$ cat src/rtl/plc_pkg.sv
// plc_pkg: constants and types for the 32-line parallel line controller.
// assumes: one 100 MHz clock, classic wishbone register access with 32-bit data.
package plc_pkg;
	// ----------------------------------------------------------------
	// widths
	// ----------------------------------------------------------------
	localparam int unsigned NUM_LINES = 32;
	localparam int unsigned ADR_W = 8;

	// ----------------------------------------------------------------
	// register byte offsets
	// ----------------------------------------------------------------
	localparam logic [7:0] OFS_OWNER_ENABLE = 8'h00;
	localparam logic [7:0] OFS_OWNER_DISABLE = 8'h04;
	localparam logic [7:0] OFS_OWNER_STATUS = 8'h08;
	localparam logic [7:0] OFS_OUTPUT_ENABLE = 8'h10;
	localparam logic [7:0] OFS_OUTPUT_DISABLE = 8'h14;
	localparam logic [7:0] OFS_OUTPUT_STATUS = 8'h18;
	localparam logic [7:0] OFS_FILTER_ENABLE = 8'h20;
	localparam logic [7:0] OFS_FILTER_DISABLE = 8'h24;
	localparam logic [7:0] OFS_FILTER_STATUS = 8'h28;
	localparam logic [7:0] OFS_SET_OUTPUT_DATA = 8'h30;
	localparam logic [7:0] OFS_CLEAR_OUTPUT_DATA = 8'h34;
	localparam logic [7:0] OFS_OUTPUT_DATA_STATUS = 8'h38;
	localparam logic [7:0] OFS_PIN_LEVEL_STATUS = 8'h3C;
	localparam logic [7:0] OFS_CHANGE_IRQ_ENABLE = 8'h40;
	localparam logic [7:0] OFS_CHANGE_IRQ_DISABLE = 8'h44;
	localparam logic [7:0] OFS_CHANGE_IRQ_MASK = 8'h48;
	localparam logic [7:0] OFS_CHANGE_IRQ_STATUS = 8'h4C;
	localparam logic [7:0] OFS_CHANGE_IRQ_CLEAR = 8'h50;

	// ----------------------------------------------------------------
	// line masks and reset values
	// ----------------------------------------------------------------
	localparam logic [31:0] DEFINED_LINES = 32'hFFFF_FFFF;
	localparam logic [31:0] DEDICATED_LINES = 32'h018F_0000;
	localparam logic [31:0] OWNER_RESET = 32'h01FF_FFFF;
	localparam logic [31:0] ZERO_WORD = 32'h0000_0000;

	// ----------------------------------------------------------------
	// per-line configuration carried as one group
	// ----------------------------------------------------------------
	typedef struct packed {
		logic [31:0] owner;
		logic [31:0] dir;
		logic [31:0] data;
		logic [31:0] filt;
		logic [31:0] mask;
	} plc_cfg_t;
endpackage : plc_pkg

$ cat src/rtl/plc_top.sv
// plc_top: 32-line parallel line controller with pin/peripheral ownership mux.
// assumes: pins and peripheral inputs are external; peripheral outputs share clk_i.
//
// Implementation choices: the Wishbone interface to the registers and the address map.
`timescale 1ns/1ps

// Notes on behaviour
// - thirty-two lines, six dedicated, others shared
// - lines 0 to 24 controller-owned inputs
// - lines 25 to 31 peripheral-owned after reset
// - enable/disable set ownership; status reads ownership
// - dedicated lines ignore ownership writes, read one
// - peripheral input held zero when controller owns
// - direction set/clear, readable, drives only owned
// - set/clear output data, readable in status
// - owned non-output line left undriven
// - unowned line follows peripheral output and direction
// - pin level status shows actual pin level
// - per-line glitch filter, enable/disable/status
// - interrupt mask set/clear, readable
// - any pin level change sets status bit
// - interrupt high while masked status bit set
// - status read returns bits then clears all but changes seen in the read cycle
// - 32-bit registers, undefined bits ignored, read zero
module plc_top (
	// clock and reset
	input wire logic clk_i,
	input wire logic rst_i,
	// wishbone slave
	input wire logic wb_cyc_i,
	input wire logic wb_stb_i,
	input wire logic wb_we_i,
	input wire logic [7:0] wb_adr_i,
	input wire logic [3:0] wb_sel_i,
	input wire logic [31:0] wb_dat_i,
	output logic [31:0] wb_dat_o,
	output logic wb_ack_o,
	// package pins
	input wire logic [31:0] pin_in_i,
	output logic [31:0] pin_out_o,
	output logic [31:0] pin_oe_o,
	// multiplexed peripheral signals
	input wire logic [31:0] periph_out_i,
	input wire logic [31:0] periph_oe_i,
	output logic [31:0] periph_in_o,
	// interrupt to the interrupt controller
	output logic irq_o
);

	// ----------------------------------------------------------------
	// helpers
	// ----------------------------------------------------------------
	// byte-lane write mask restricted to defined lines
	function automatic logic [31:0] lane_mask(input logic [3:0] sel);
		lane_mask = {{8{sel[3]}}, {8{sel[2]}}, {8{sel[1]}}, {8{sel[0]}}} & plc_pkg::DEFINED_LINES;
	endfunction : lane_mask

	// set bits win over clear bits of a set/clear register pair
	function automatic logic [31:0] set_clr(input logic [31:0] cur, input logic [31:0] s, input logic [31:0] c);
		set_clr = (cur & ~c) | s;
	endfunction : set_clr

	// ----------------------------------------------------------------
	// state
	// ----------------------------------------------------------------
	plc_pkg::plc_cfg_t cfg_q;
	logic [31:0] sync1_q;
	logic [31:0] sync2_q;
	logic [31:0] sync3_q;
	logic [31:0] level_q;
	logic [31:0] level_prev_q;
	logic [31:0] irq_stat_q;
	logic ack_q;
	logic [31:0] rdat_q;
	logic irq_q;
	logic [31:0] pin_out_q;
	logic [31:0] pin_oe_q;
	logic [31:0] periph_in_q;
	logic sync1_vld_q;
	logic sync2_vld_q;
	logic level_vld_q;
	logic prev_vld_q;

	// ----------------------------------------------------------------
	// bus decode
	// ----------------------------------------------------------------
	logic req;
	logic wr;
	logic rd;
	logic [31:0] wmask;
	logic [31:0] wdat;
	logic [31:0] change;
	logic [31:0] level_d;
	logic [31:0] owner_view;

	// a request is taken once, in the cycle before ack rises
	assign req = wb_cyc_i & wb_stb_i & ~ack_q;
	assign wr = req & wb_we_i;
	assign rd = req & ~wb_we_i;
	assign wmask = lane_mask(wb_sel_i);
	assign wdat = wb_dat_i & wmask;
	// dedicated lines always report controller ownership
	assign owner_view = cfg_q.owner | plc_pkg::DEDICATED_LINES;

	// write strobes, one word per register
	function automatic logic [31:0] wr_hit(input logic w, input logic [7:0] a, input logic [7:0] ofs,
		input logic [31:0] d);
		wr_hit = (w && a == ofs) ? d : plc_pkg::ZERO_WORD;
	endfunction : wr_hit

	// ----------------------------------------------------------------
	// register write strobes
	// ----------------------------------------------------------------
	logic [31:0] own_set;
	logic [31:0] own_clr;
	logic [31:0] dir_set;
	logic [31:0] dir_clr;
	logic [31:0] data_set;
	logic [31:0] data_clr;
	logic [31:0] filt_set;
	logic [31:0] filt_clr;
	logic [31:0] mask_set;
	logic [31:0] mask_clr;
	logic [31:0] stat_clr;

	// ownership pair; dedicated lines are never released
	assign own_set = wr_hit(wr, wb_adr_i, plc_pkg::OFS_OWNER_ENABLE, wdat);
	assign own_clr = wr_hit(wr, wb_adr_i, plc_pkg::OFS_OWNER_DISABLE, wdat) & ~plc_pkg::DEDICATED_LINES;

	// direction pair
	assign dir_set = wr_hit(wr, wb_adr_i, plc_pkg::OFS_OUTPUT_ENABLE, wdat);
	assign dir_clr = wr_hit(wr, wb_adr_i, plc_pkg::OFS_OUTPUT_DISABLE, wdat);

	// output data pair
	assign data_set = wr_hit(wr, wb_adr_i, plc_pkg::OFS_SET_OUTPUT_DATA, wdat);
	assign data_clr = wr_hit(wr, wb_adr_i, plc_pkg::OFS_CLEAR_OUTPUT_DATA, wdat);

	// glitch filter pair
	assign filt_set = wr_hit(wr, wb_adr_i, plc_pkg::OFS_FILTER_ENABLE, wdat);
	assign filt_clr = wr_hit(wr, wb_adr_i, plc_pkg::OFS_FILTER_DISABLE, wdat);

	// interrupt mask pair
	assign mask_set = wr_hit(wr, wb_adr_i, plc_pkg::OFS_CHANGE_IRQ_ENABLE, wdat);
	assign mask_clr = wr_hit(wr, wb_adr_i, plc_pkg::OFS_CHANGE_IRQ_DISABLE, wdat);

	// write-one-to-clear of pending change bits
	assign stat_clr = wr_hit(wr, wb_adr_i, plc_pkg::OFS_CHANGE_IRQ_CLEAR, wdat);

	// ----------------------------------------------------------------
	// wishbone handshake
	// ----------------------------------------------------------------
	// ack for one cycle per request
	always_ff @(posedge clk_i) begin
		if (rst_i) begin
			ack_q <= 1'b0;
		end else begin
			ack_q <= req;
		end
	end

	// read data mux, registered with ack; unmapped reads return zero
	always_ff @(posedge clk_i) begin
		if (rst_i) begin
			rdat_q <= plc_pkg::ZERO_WORD;
		end else if (rd) begin
			case (wb_adr_i)
				plc_pkg::OFS_OWNER_STATUS: rdat_q <= owner_view;
				plc_pkg::OFS_OUTPUT_STATUS: rdat_q <= cfg_q.dir;
				plc_pkg::OFS_FILTER_STATUS: rdat_q <= cfg_q.filt;
				plc_pkg::OFS_OUTPUT_DATA_STATUS: rdat_q <= cfg_q.data;
				plc_pkg::OFS_PIN_LEVEL_STATUS: rdat_q <= level_q;
				plc_pkg::OFS_CHANGE_IRQ_MASK: rdat_q <= cfg_q.mask;
				plc_pkg::OFS_CHANGE_IRQ_STATUS: rdat_q <= irq_stat_q;
				default: rdat_q <= plc_pkg::ZERO_WORD;
			endcase
		end else begin
			rdat_q <= plc_pkg::ZERO_WORD;
		end
	end

	// ----------------------------------------------------------------
	// configuration registers
	// ----------------------------------------------------------------
	// ownership: dedicated bits never stored as peripheral-owned
	always_ff @(posedge clk_i) begin
		if (rst_i) begin
			cfg_q.owner <= plc_pkg::OWNER_RESET;
		end else begin
			cfg_q.owner <= set_clr(cfg_q.owner, own_set, own_clr);
		end
	end

	// direction store, kept even while the peripheral owns the line
	always_ff @(posedge clk_i) begin
		if (rst_i) begin
			cfg_q.dir <= plc_pkg::ZERO_WORD;
		end else begin
			cfg_q.dir <= set_clr(cfg_q.dir, dir_set, dir_clr);
		end
	end

	// output data store
	always_ff @(posedge clk_i) begin
		if (rst_i) begin
			cfg_q.data <= plc_pkg::ZERO_WORD;
		end else begin
			cfg_q.data <= set_clr(cfg_q.data, data_set, data_clr);
		end
	end

	// glitch filter selection
	always_ff @(posedge clk_i) begin
		if (rst_i) begin
			cfg_q.filt <= plc_pkg::ZERO_WORD;
		end else begin
			cfg_q.filt <= set_clr(cfg_q.filt, filt_set, filt_clr);
		end
	end

	// interrupt mask
	always_ff @(posedge clk_i) begin
		if (rst_i) begin
			cfg_q.mask <= plc_pkg::ZERO_WORD;
		end else begin
			cfg_q.mask <= set_clr(cfg_q.mask, mask_set, mask_clr);
		end
	end

	// ----------------------------------------------------------------
	// pin input path
	// ----------------------------------------------------------------
	// two-flop synchroniser for the asynchronous pin levels
	always_ff @(posedge clk_i) begin
		if (rst_i) begin
			sync1_q <= plc_pkg::ZERO_WORD;
			sync2_q <= plc_pkg::ZERO_WORD;
		end else begin
			sync1_q <= pin_in_i;
			sync2_q <= sync1_q;
		end
	end

	// previous synced sample, for the filter compare
	always_ff @(posedge clk_i) begin
		if (rst_i) begin
			sync3_q <= plc_pkg::ZERO_WORD;
		end else begin
			sync3_q <= sync2_q;
		end
	end

	// pipeline fill: marks stages that hold real pin samples
	always_ff @(posedge clk_i) begin
		if (rst_i) begin
			sync1_vld_q <= 1'b0;
			sync2_vld_q <= 1'b0;
			level_vld_q <= 1'b0;
			prev_vld_q <= 1'b0;
		end else begin
			sync1_vld_q <= 1'b1;
			sync2_vld_q <= sync1_vld_q;
			level_vld_q <= sync2_vld_q;
			prev_vld_q <= level_vld_q;
		end
	end

	// filtered lines take a new level only after two equal samples
	always_comb begin
		level_d = level_q;
		for (int i = 0; i < plc_pkg::NUM_LINES; i++) begin
			if (!cfg_q.filt[i] || sync2_q[i] == sync3_q[i]) begin
				level_d[i] = sync2_q[i];
			end
		end
	end

	// level seen by status, change detect and peripherals
	always_ff @(posedge clk_i) begin
		if (rst_i) begin
			level_q <= plc_pkg::ZERO_WORD;
			level_prev_q <= plc_pkg::ZERO_WORD;
		end else begin
			level_q <= level_d;
			level_prev_q <= level_q;
		end
	end

	// ----------------------------------------------------------------
	// change interrupt
	// ----------------------------------------------------------------
	// no change reported until both compared samples came from the pins
	assign change = prev_vld_q ? (level_q ^ level_prev_q) : plc_pkg::ZERO_WORD;

	// sticky status: a change in the clearing cycle survives
	always_ff @(posedge clk_i) begin
		if (rst_i) begin
			irq_stat_q <= plc_pkg::ZERO_WORD;
		end else if (rd && wb_adr_i == plc_pkg::OFS_CHANGE_IRQ_STATUS) begin
			irq_stat_q <= change;
		end else begin
			irq_stat_q <= (irq_stat_q & ~stat_clr) | change;
		end
	end

	// level interrupt output
	always_ff @(posedge clk_i) begin
		if (rst_i) begin
			irq_q <= 1'b0;
		end else begin
			irq_q <= |(irq_stat_q & cfg_q.mask);
		end
	end

	// ----------------------------------------------------------------
	// pin and peripheral output mux
	// ----------------------------------------------------------------
	// owned lines drive controller data, others the peripheral value
	always_ff @(posedge clk_i) begin
		if (rst_i) begin
			pin_out_q <= plc_pkg::ZERO_WORD;
		end else begin
			pin_out_q <= (owner_view & cfg_q.data) | (~owner_view & periph_out_i);
		end
	end

	// owned lines use controller direction, others the peripheral enable
	always_ff @(posedge clk_i) begin
		if (rst_i) begin
			pin_oe_q <= plc_pkg::ZERO_WORD;
		end else begin
			pin_oe_q <= (owner_view & cfg_q.dir) | (~owner_view & periph_oe_i);
		end
	end

	// peripheral inputs held at zero on owned and dedicated lines
	always_ff @(posedge clk_i) begin
		if (rst_i) begin
			periph_in_q <= plc_pkg::ZERO_WORD;
		end else begin
			periph_in_q <= level_d & ~owner_view & ~plc_pkg::DEDICATED_LINES;
		end
	end

	// ----------------------------------------------------------------
	// outputs
	// ----------------------------------------------------------------
	assign wb_ack_o = ack_q;
	assign wb_dat_o = rdat_q;
	assign irq_o = irq_q;
	assign pin_out_o = pin_out_q;
	assign pin_oe_o = pin_oe_q;
	assign periph_in_o = periph_in_q;

endmodule : plc_top

$ cat config.mk
export PLATFORM = sky130hd
export DESIGN_NAME = plc_top
export DESIGN_NICKNAME = d
export VERILOG_FILES = /design/src/rtl/plc_pkg.sv /design/src/rtl/plc_top.sv
export SDC_FILE = /design/constraint.sdc
export NUM_CORES = 1
export LEC_CHECK = 0
export ABC_CLOCK_PERIOD_IN_PS = 3670
export BUFFER_PORTS_ARGS = -buffer_cell sky130_fd_sc_hd__buf_2
export CORE_ASPECT_RATIO = 2
export CORE_MARGIN = 8
export CORE_UTILIZATION = 40
export CTS_CLUSTER_DIAMETER = 50
export DETAILED_ROUTE_END_ITERATION = 7
export PLACE_DENSITY = 0.65
export SLEW_MARGIN = 20
export SYNTH_ARGS = -nofsm -noshare
export SYNTH_HDL_FRONTEND = slang
export SYNTH_SLANG_ARGS = --single-unit
$ cat constraint.sdc
create_clock -name clk_i -period 3.67 [get_ports clk_i]
set_input_delay 0.5505 -clock clk_i [delete_from_list [all_inputs] [get_ports clk_i]]
set_output_delay 0.5505 -clock clk_i [all_outputs]
set_load 0.02 [all_outputs]
### Word level (Yosys, flattened, before mapping)

Index checks and enable logic that the tools add are counted.

* register bits after elaboration: 486
* input port bits: 145
* output and inout port bits: 130
* logic and storage cells: 233

* equality and inequality tests: 49
* muxes and demuxes: 47
* bitwise operators: 36
* reductions and logical operators: 79

Operator list (number)
* $and A32 B32 Y32: 13
* $mux W32: 13
* $or A32 B32 Y32: 8
* $not A32 Y32: 7
* $pmux W32 S7: 1
* $eq A8 B6 Y1 const B: 7
* $eq A8 B7 Y1 const B: 5
* $mux W1: 33
* $eq A1 B1 Y1: 32
* $logic_not A1 Y1: 32
* $logic_or A1 B1 Y1: 32
* $reduce_or A32 Y1: 1
* $xor A32 B32 Y32: 1
* $eq A8 B5 Y1 const B: 3
* $logic_and A1 B1 Y1: 12
* $eq A8 B3 Y1 const B: 1
* $eq A8 B4 Y1 const B: 1
* $logic_not A8 Y1: 1
* $and A1 B1 Y1: 4
* $not A1 Y1: 3
* $reduce_or A2 Y1: 1

### Logic depth before layout (Yosys ltp)

* depth after elaboration: 9
* gate-level depth with buffers: 7
* mapped depth without buffers: 4

### Worst setup path before layout

OpenSTA, ideal clock, no wires.

* kind: input -> register
* start point: input port wb_adr_i[1]
* end point: register cfg_q[123] (netlist name)
* setup time: 0.132 ns
* data arrival time: 1.992 ns
* required time: 3.538 ns
* slack: 1.546 ns
* stages on the path: 5
* buffers on the path: 1
* path through: or4b_4 or4_4 buf_2 o21ai_1 a21oi_1

* word-level cells in the longest chain between the ends: 6
* elaborated cells on any way between the ends: 9
* those cells by class: 2 x eq/ne; 2 x mux; 3 x bitwise; 2 x reduce/logical

RTL lines
* from (decl): line plc_top.sv:33 `input wire logic [7:0] wb_adr_i,`
* $eq A8 B5 Y1: line plc_top.sv:108 `wr_hit = (w && a == ofs) ? d : plc_pkg::ZERO_WORD;`
* $logic_and A1 B1 Y1: line plc_top.sv:108
* $mux W32: line plc_top.sv:108
* $not A32 Y32: line plc_top.sv:60 `set_clr = (cur & ~c) | s;`
* $and A32 B32 Y32: line plc_top.sv:60
* $or A32 B32 Y32 *: line plc_top.sv:60
* to (decl): line plc_top.sv:66 `plc_pkg::plc_cfg_t cfg_q;`

Every way passes the cells marked *; elsewhere a longest branch is shown, timed or not.
A chain may end at the register's enable or synchronous reset.

### Worst setup path after layout

* start point: input port wb_adr_i[6]
* end point: register irq_stat_q[12]

* word-level cells in the longest chain between the ends: 7
* elaborated cells on any way between the ends: 9
* those cells by class: 2 x eq/ne; 2 x mux; 3 x bitwise; 2 x reduce/logical

RTL lines
* $eq A8 B7 Y1: line plc_top.sv:108
* $logic_and A1 B1 Y1: line plc_top.sv:108
* $mux W32: line plc_top.sv:108
* $not A32 Y32: line plc_top.sv:301 `irq_stat_q <= (irq_stat_q & ~stat_clr) | change;`
* $and A32 B32 Y32: line plc_top.sv:301
* $or A32 B32 Y32: line plc_top.sv:301
* $mux W32 *: line plc_top.sv:298 `end else if (rd && wb_adr_i == plc_pkg::OFS_CHANGE_IRQ_STATUS) begin`
* to (signal assigned): line plc_top.sv:297 `irq_stat_q <= plc_pkg::ZERO_WORD;`
* to (signal assigned): line plc_top.sv:299 `irq_stat_q <= change;`
* to (signal assigned): line plc_top.sv:301
* to (decl): line plc_top.sv:72 `logic [31:0] irq_stat_q;`

Marks and branches as above.

==> metrics.yaml <==
status: "finished, final reports clean"
combPwrFrac: 0.050
overflow: 0
numPortBuffers: 256
critPathKind: "input pin to flip-flop"
row_count: 109
synth-simple-area-share: 0.145
setup-tns-final_ns: 0
synth_area_per_cell_um2: 9.43
numCtsBuffers: 44
power_frac_seq: 0.510
ys_ff_latch: 474
grt_pass1_wl_um: 87800
track_usage: 0.220
coreArea_um2: 43900
ir_worst_vdd_uv: 433
power_uw: 10300
regArea_um2: 9490
cts_hold_buf: 0
powerDensity_nw_per_um2: 493
final_core_util: 0.477
htreeDepth: 2
grt_pass1_vias: 14600
setup_viol: 0
path_clk_slew_ns: 0.06
cts_tree: "built"
synth.area.top_cells: "dfxtp_1 54%, nor2b_1 6.2%, o21ai_0 5.4%"
rsz0062_at_grt: "false"
die_h_um: 313
crit_slowest_cell: "or4b_1"
cp-end-kind: "flip-flop"
detail-route-antenna-nets: 0
avgRoutedWirePerCell_um: 21.8
hold_viol: 0
synthAdderAreaFrac: 0
pin_count: 275
layout-drive-gt1-share: 0.185
area_growth_pct: 18.8
skew_ns: 0.0175
final_common_cell: "dfxtp_1"
min_period_over_period: 0.630
post-cts-setup-buffers: 0
cts-root-buf: "clkbuf_16"
drc: 0
synth_area_um2: 17600
firstDrtPassIters: 6
finalMaxSlewViolations: 0
synth_xor_area_frac: 0.0159
clock_path_buffers: 3
vias: 15000
drt-initial-drc-count: 1292
yosys-mux-area-fraction: 0.0456
synth_cell_types: 49
p_leak_uw: 0.00826
start_kind: "input pin"
antenna_found_initial: 9
synthCells: 1871
crit_path_cell_trace: "buf_2 > or4b_1 > o41ai_4 > buf_4 > o22ai_1"
synth_top_family_by_area: "compound AO/OA/AOI/OAI gates"
worstPathArrival_ns: 2.72
cts.sink_count: 474
yosysSeqAreaShare: 0.538
final_cell_mix: "474 x dfxtp_1, 255 x buf_2, 191 x o21ai_0"
p_int_uw: 7950
rrSetupSlack_ns: 1.54
gp_congestion: 0.852
synth_edf_count: 0
swShare: 0.229
dp_cells: 2596
worst_ep_required_time_ns: 4.08
ctsResizeCount: 0
synth_compound_area_frac: 0.215
multi_input_area_um2: 7530
die_w_um: 164
max_freq_mhz: 433
clkPwrFrac: 0.441
layoutNonFillerInstCount: 2679
worstMarginPinSlew_ns: 0.949
clock_latency_ns: 0.55
die_area_um2: 51500
start_util: 0.402
cap_viol_max_count: 0
hp-class: "input pin to flip-flop"
max_stage_delay_ns: 0.82
crit_fanout: 23
synth_largest_area_cell: "dfxtp_1"
grt_max_degree: 123
synthFlopType: "dfxtp_1"
avgViaCountPerCell: 5.61
netlist.area_leader.share: 0.538
drt-total-wl_um: 58500
dpl.hpwl_um: 39400
ys_async_sr_fraction: 0
finalCriticalPeriod_ns: 2.31
switchingPower_uw: 2370
max_slew_margin: 0.366
nFillCells: 4236
fin_nets: 2232
yosysWarnings: 0
-- worst max-delay path: cells and delay by family --
family | cells | cell delay, ns
buffers and inverters | 2 | 0.84
AND/OR/NAND/NOR | 1 | 0.82
AO/OA/AOI/OAI | 2 | 0.47
-- Yosys cell counts, types with 2 or more instances --
cell type,number
nor2b_1,174
mux2i_1,68
buf_4,8
a221oi_1,39
nor2_1,58
a21o_1,32
a211oi_1,20
o21ai_0,191
xnor2_1,32
dfxtp_1,474
nand4_1,5
nor4b_2,3
or4b_1,2
o22a_1,7
a32oi_1,5
nand3_1,57
or3_1,7
buf_2,25
inv_1,36
nor3_2,2
and2_1,19
buf_1,12
o311ai_0,19
o22ai_1,37
a22o_1,19
o21ai_1,30
mux2_2,11
a21oi_1,181
clkbuf_1,90
nand2_1,141
nor4bb_1,2
a22oi_1,46
nor4_1,3
-- power by group through the flow --
stage | combinational (uW) | sequential, uW | clock [uW]
after global routing | 552 | 5270 | 4820
after floorplan | 288 | 5380 | 0
after global placement | 501 | 5380 | 0
after detailed placement | 504 | 5380 | 0
final | 513 | 5260 | 4550
after CTS | 507 | 5260 | 4640
-- cell families after synthesis --
kind of cell    after synthesis
flops                       474
xor+xnor                     32
mux                          79
simple gates                486
buf+inv                     171
compound gates              628
other cells                   1
-- path summary, 6_finish.rpt --
| check | startpoint | end | cells after the start |
|---|---|---|---|
| worst max-delay path | wb_adr_i[6] | irq_stat_q[12]$_SDFF_PP0_ | 5 |
| worst min-delay path | pin_in_i[14] | sync1_q[14]$_SDFF_PP0_ | 2 |
| worst max register to register | wb_ack_o$_SDFF_PP0_ | cfg_q[140]$_SDFF_PP1_ | 5 |
| worst min register to register | sync1_q[26]$_SDFF_PP0_ | sync2_q[26]$_SDFF_PP0_ | 1 |
-- stage by stage --
step,hold WS (ns),cell area [um2],worst slack (ns)
finish,0.207,20900,1.36
floorplan,0.414,17700,1.55
CTS,0.186,20900,1.42
global route,0.198,20900,1.26
detailed placement,0.423,19500,0.844
global placement,0.416,19500,0.896
-- registers in the layout (all words and copies together), names as in the netlist --
signal and cells:
cfg_q 154, irq_o 1, irq_stat_q 32, level_prev_q 32
level_q 32, level_vld_q 1, periph_in_o 26, pin_oe_o 32
pin_out_o 32, prev_vld_q 1, sync1_q 32, sync1_vld_q 1
sync2_q 32, sync2_vld_q 1, sync3_q 32, wb_ack_o 1
wb_dat_o 32
-- area by class of cell --
type | count | share of cell area
timing repair buffer | 300 | 0.0804
sequential | 474 | 0.453
clock buffer | 62 | 0.0606
inverter | 36 | 0.00645
tap | 555 | 0.0331
antenna | 7 | 0.000836
multi-input combinational | 1231 | 0.359
clock inverter | 14 | 0.00633
-- per-layer routing --
metal | wire (um) | global-route usage
met5 | 29 | 0
met4 | 2040 | 0.0837
met3 | 5350 | 0.0543
met2 | 27400 | 0.364
met1 | 23700 | 0.271
(Power assumes the default switching activity.)
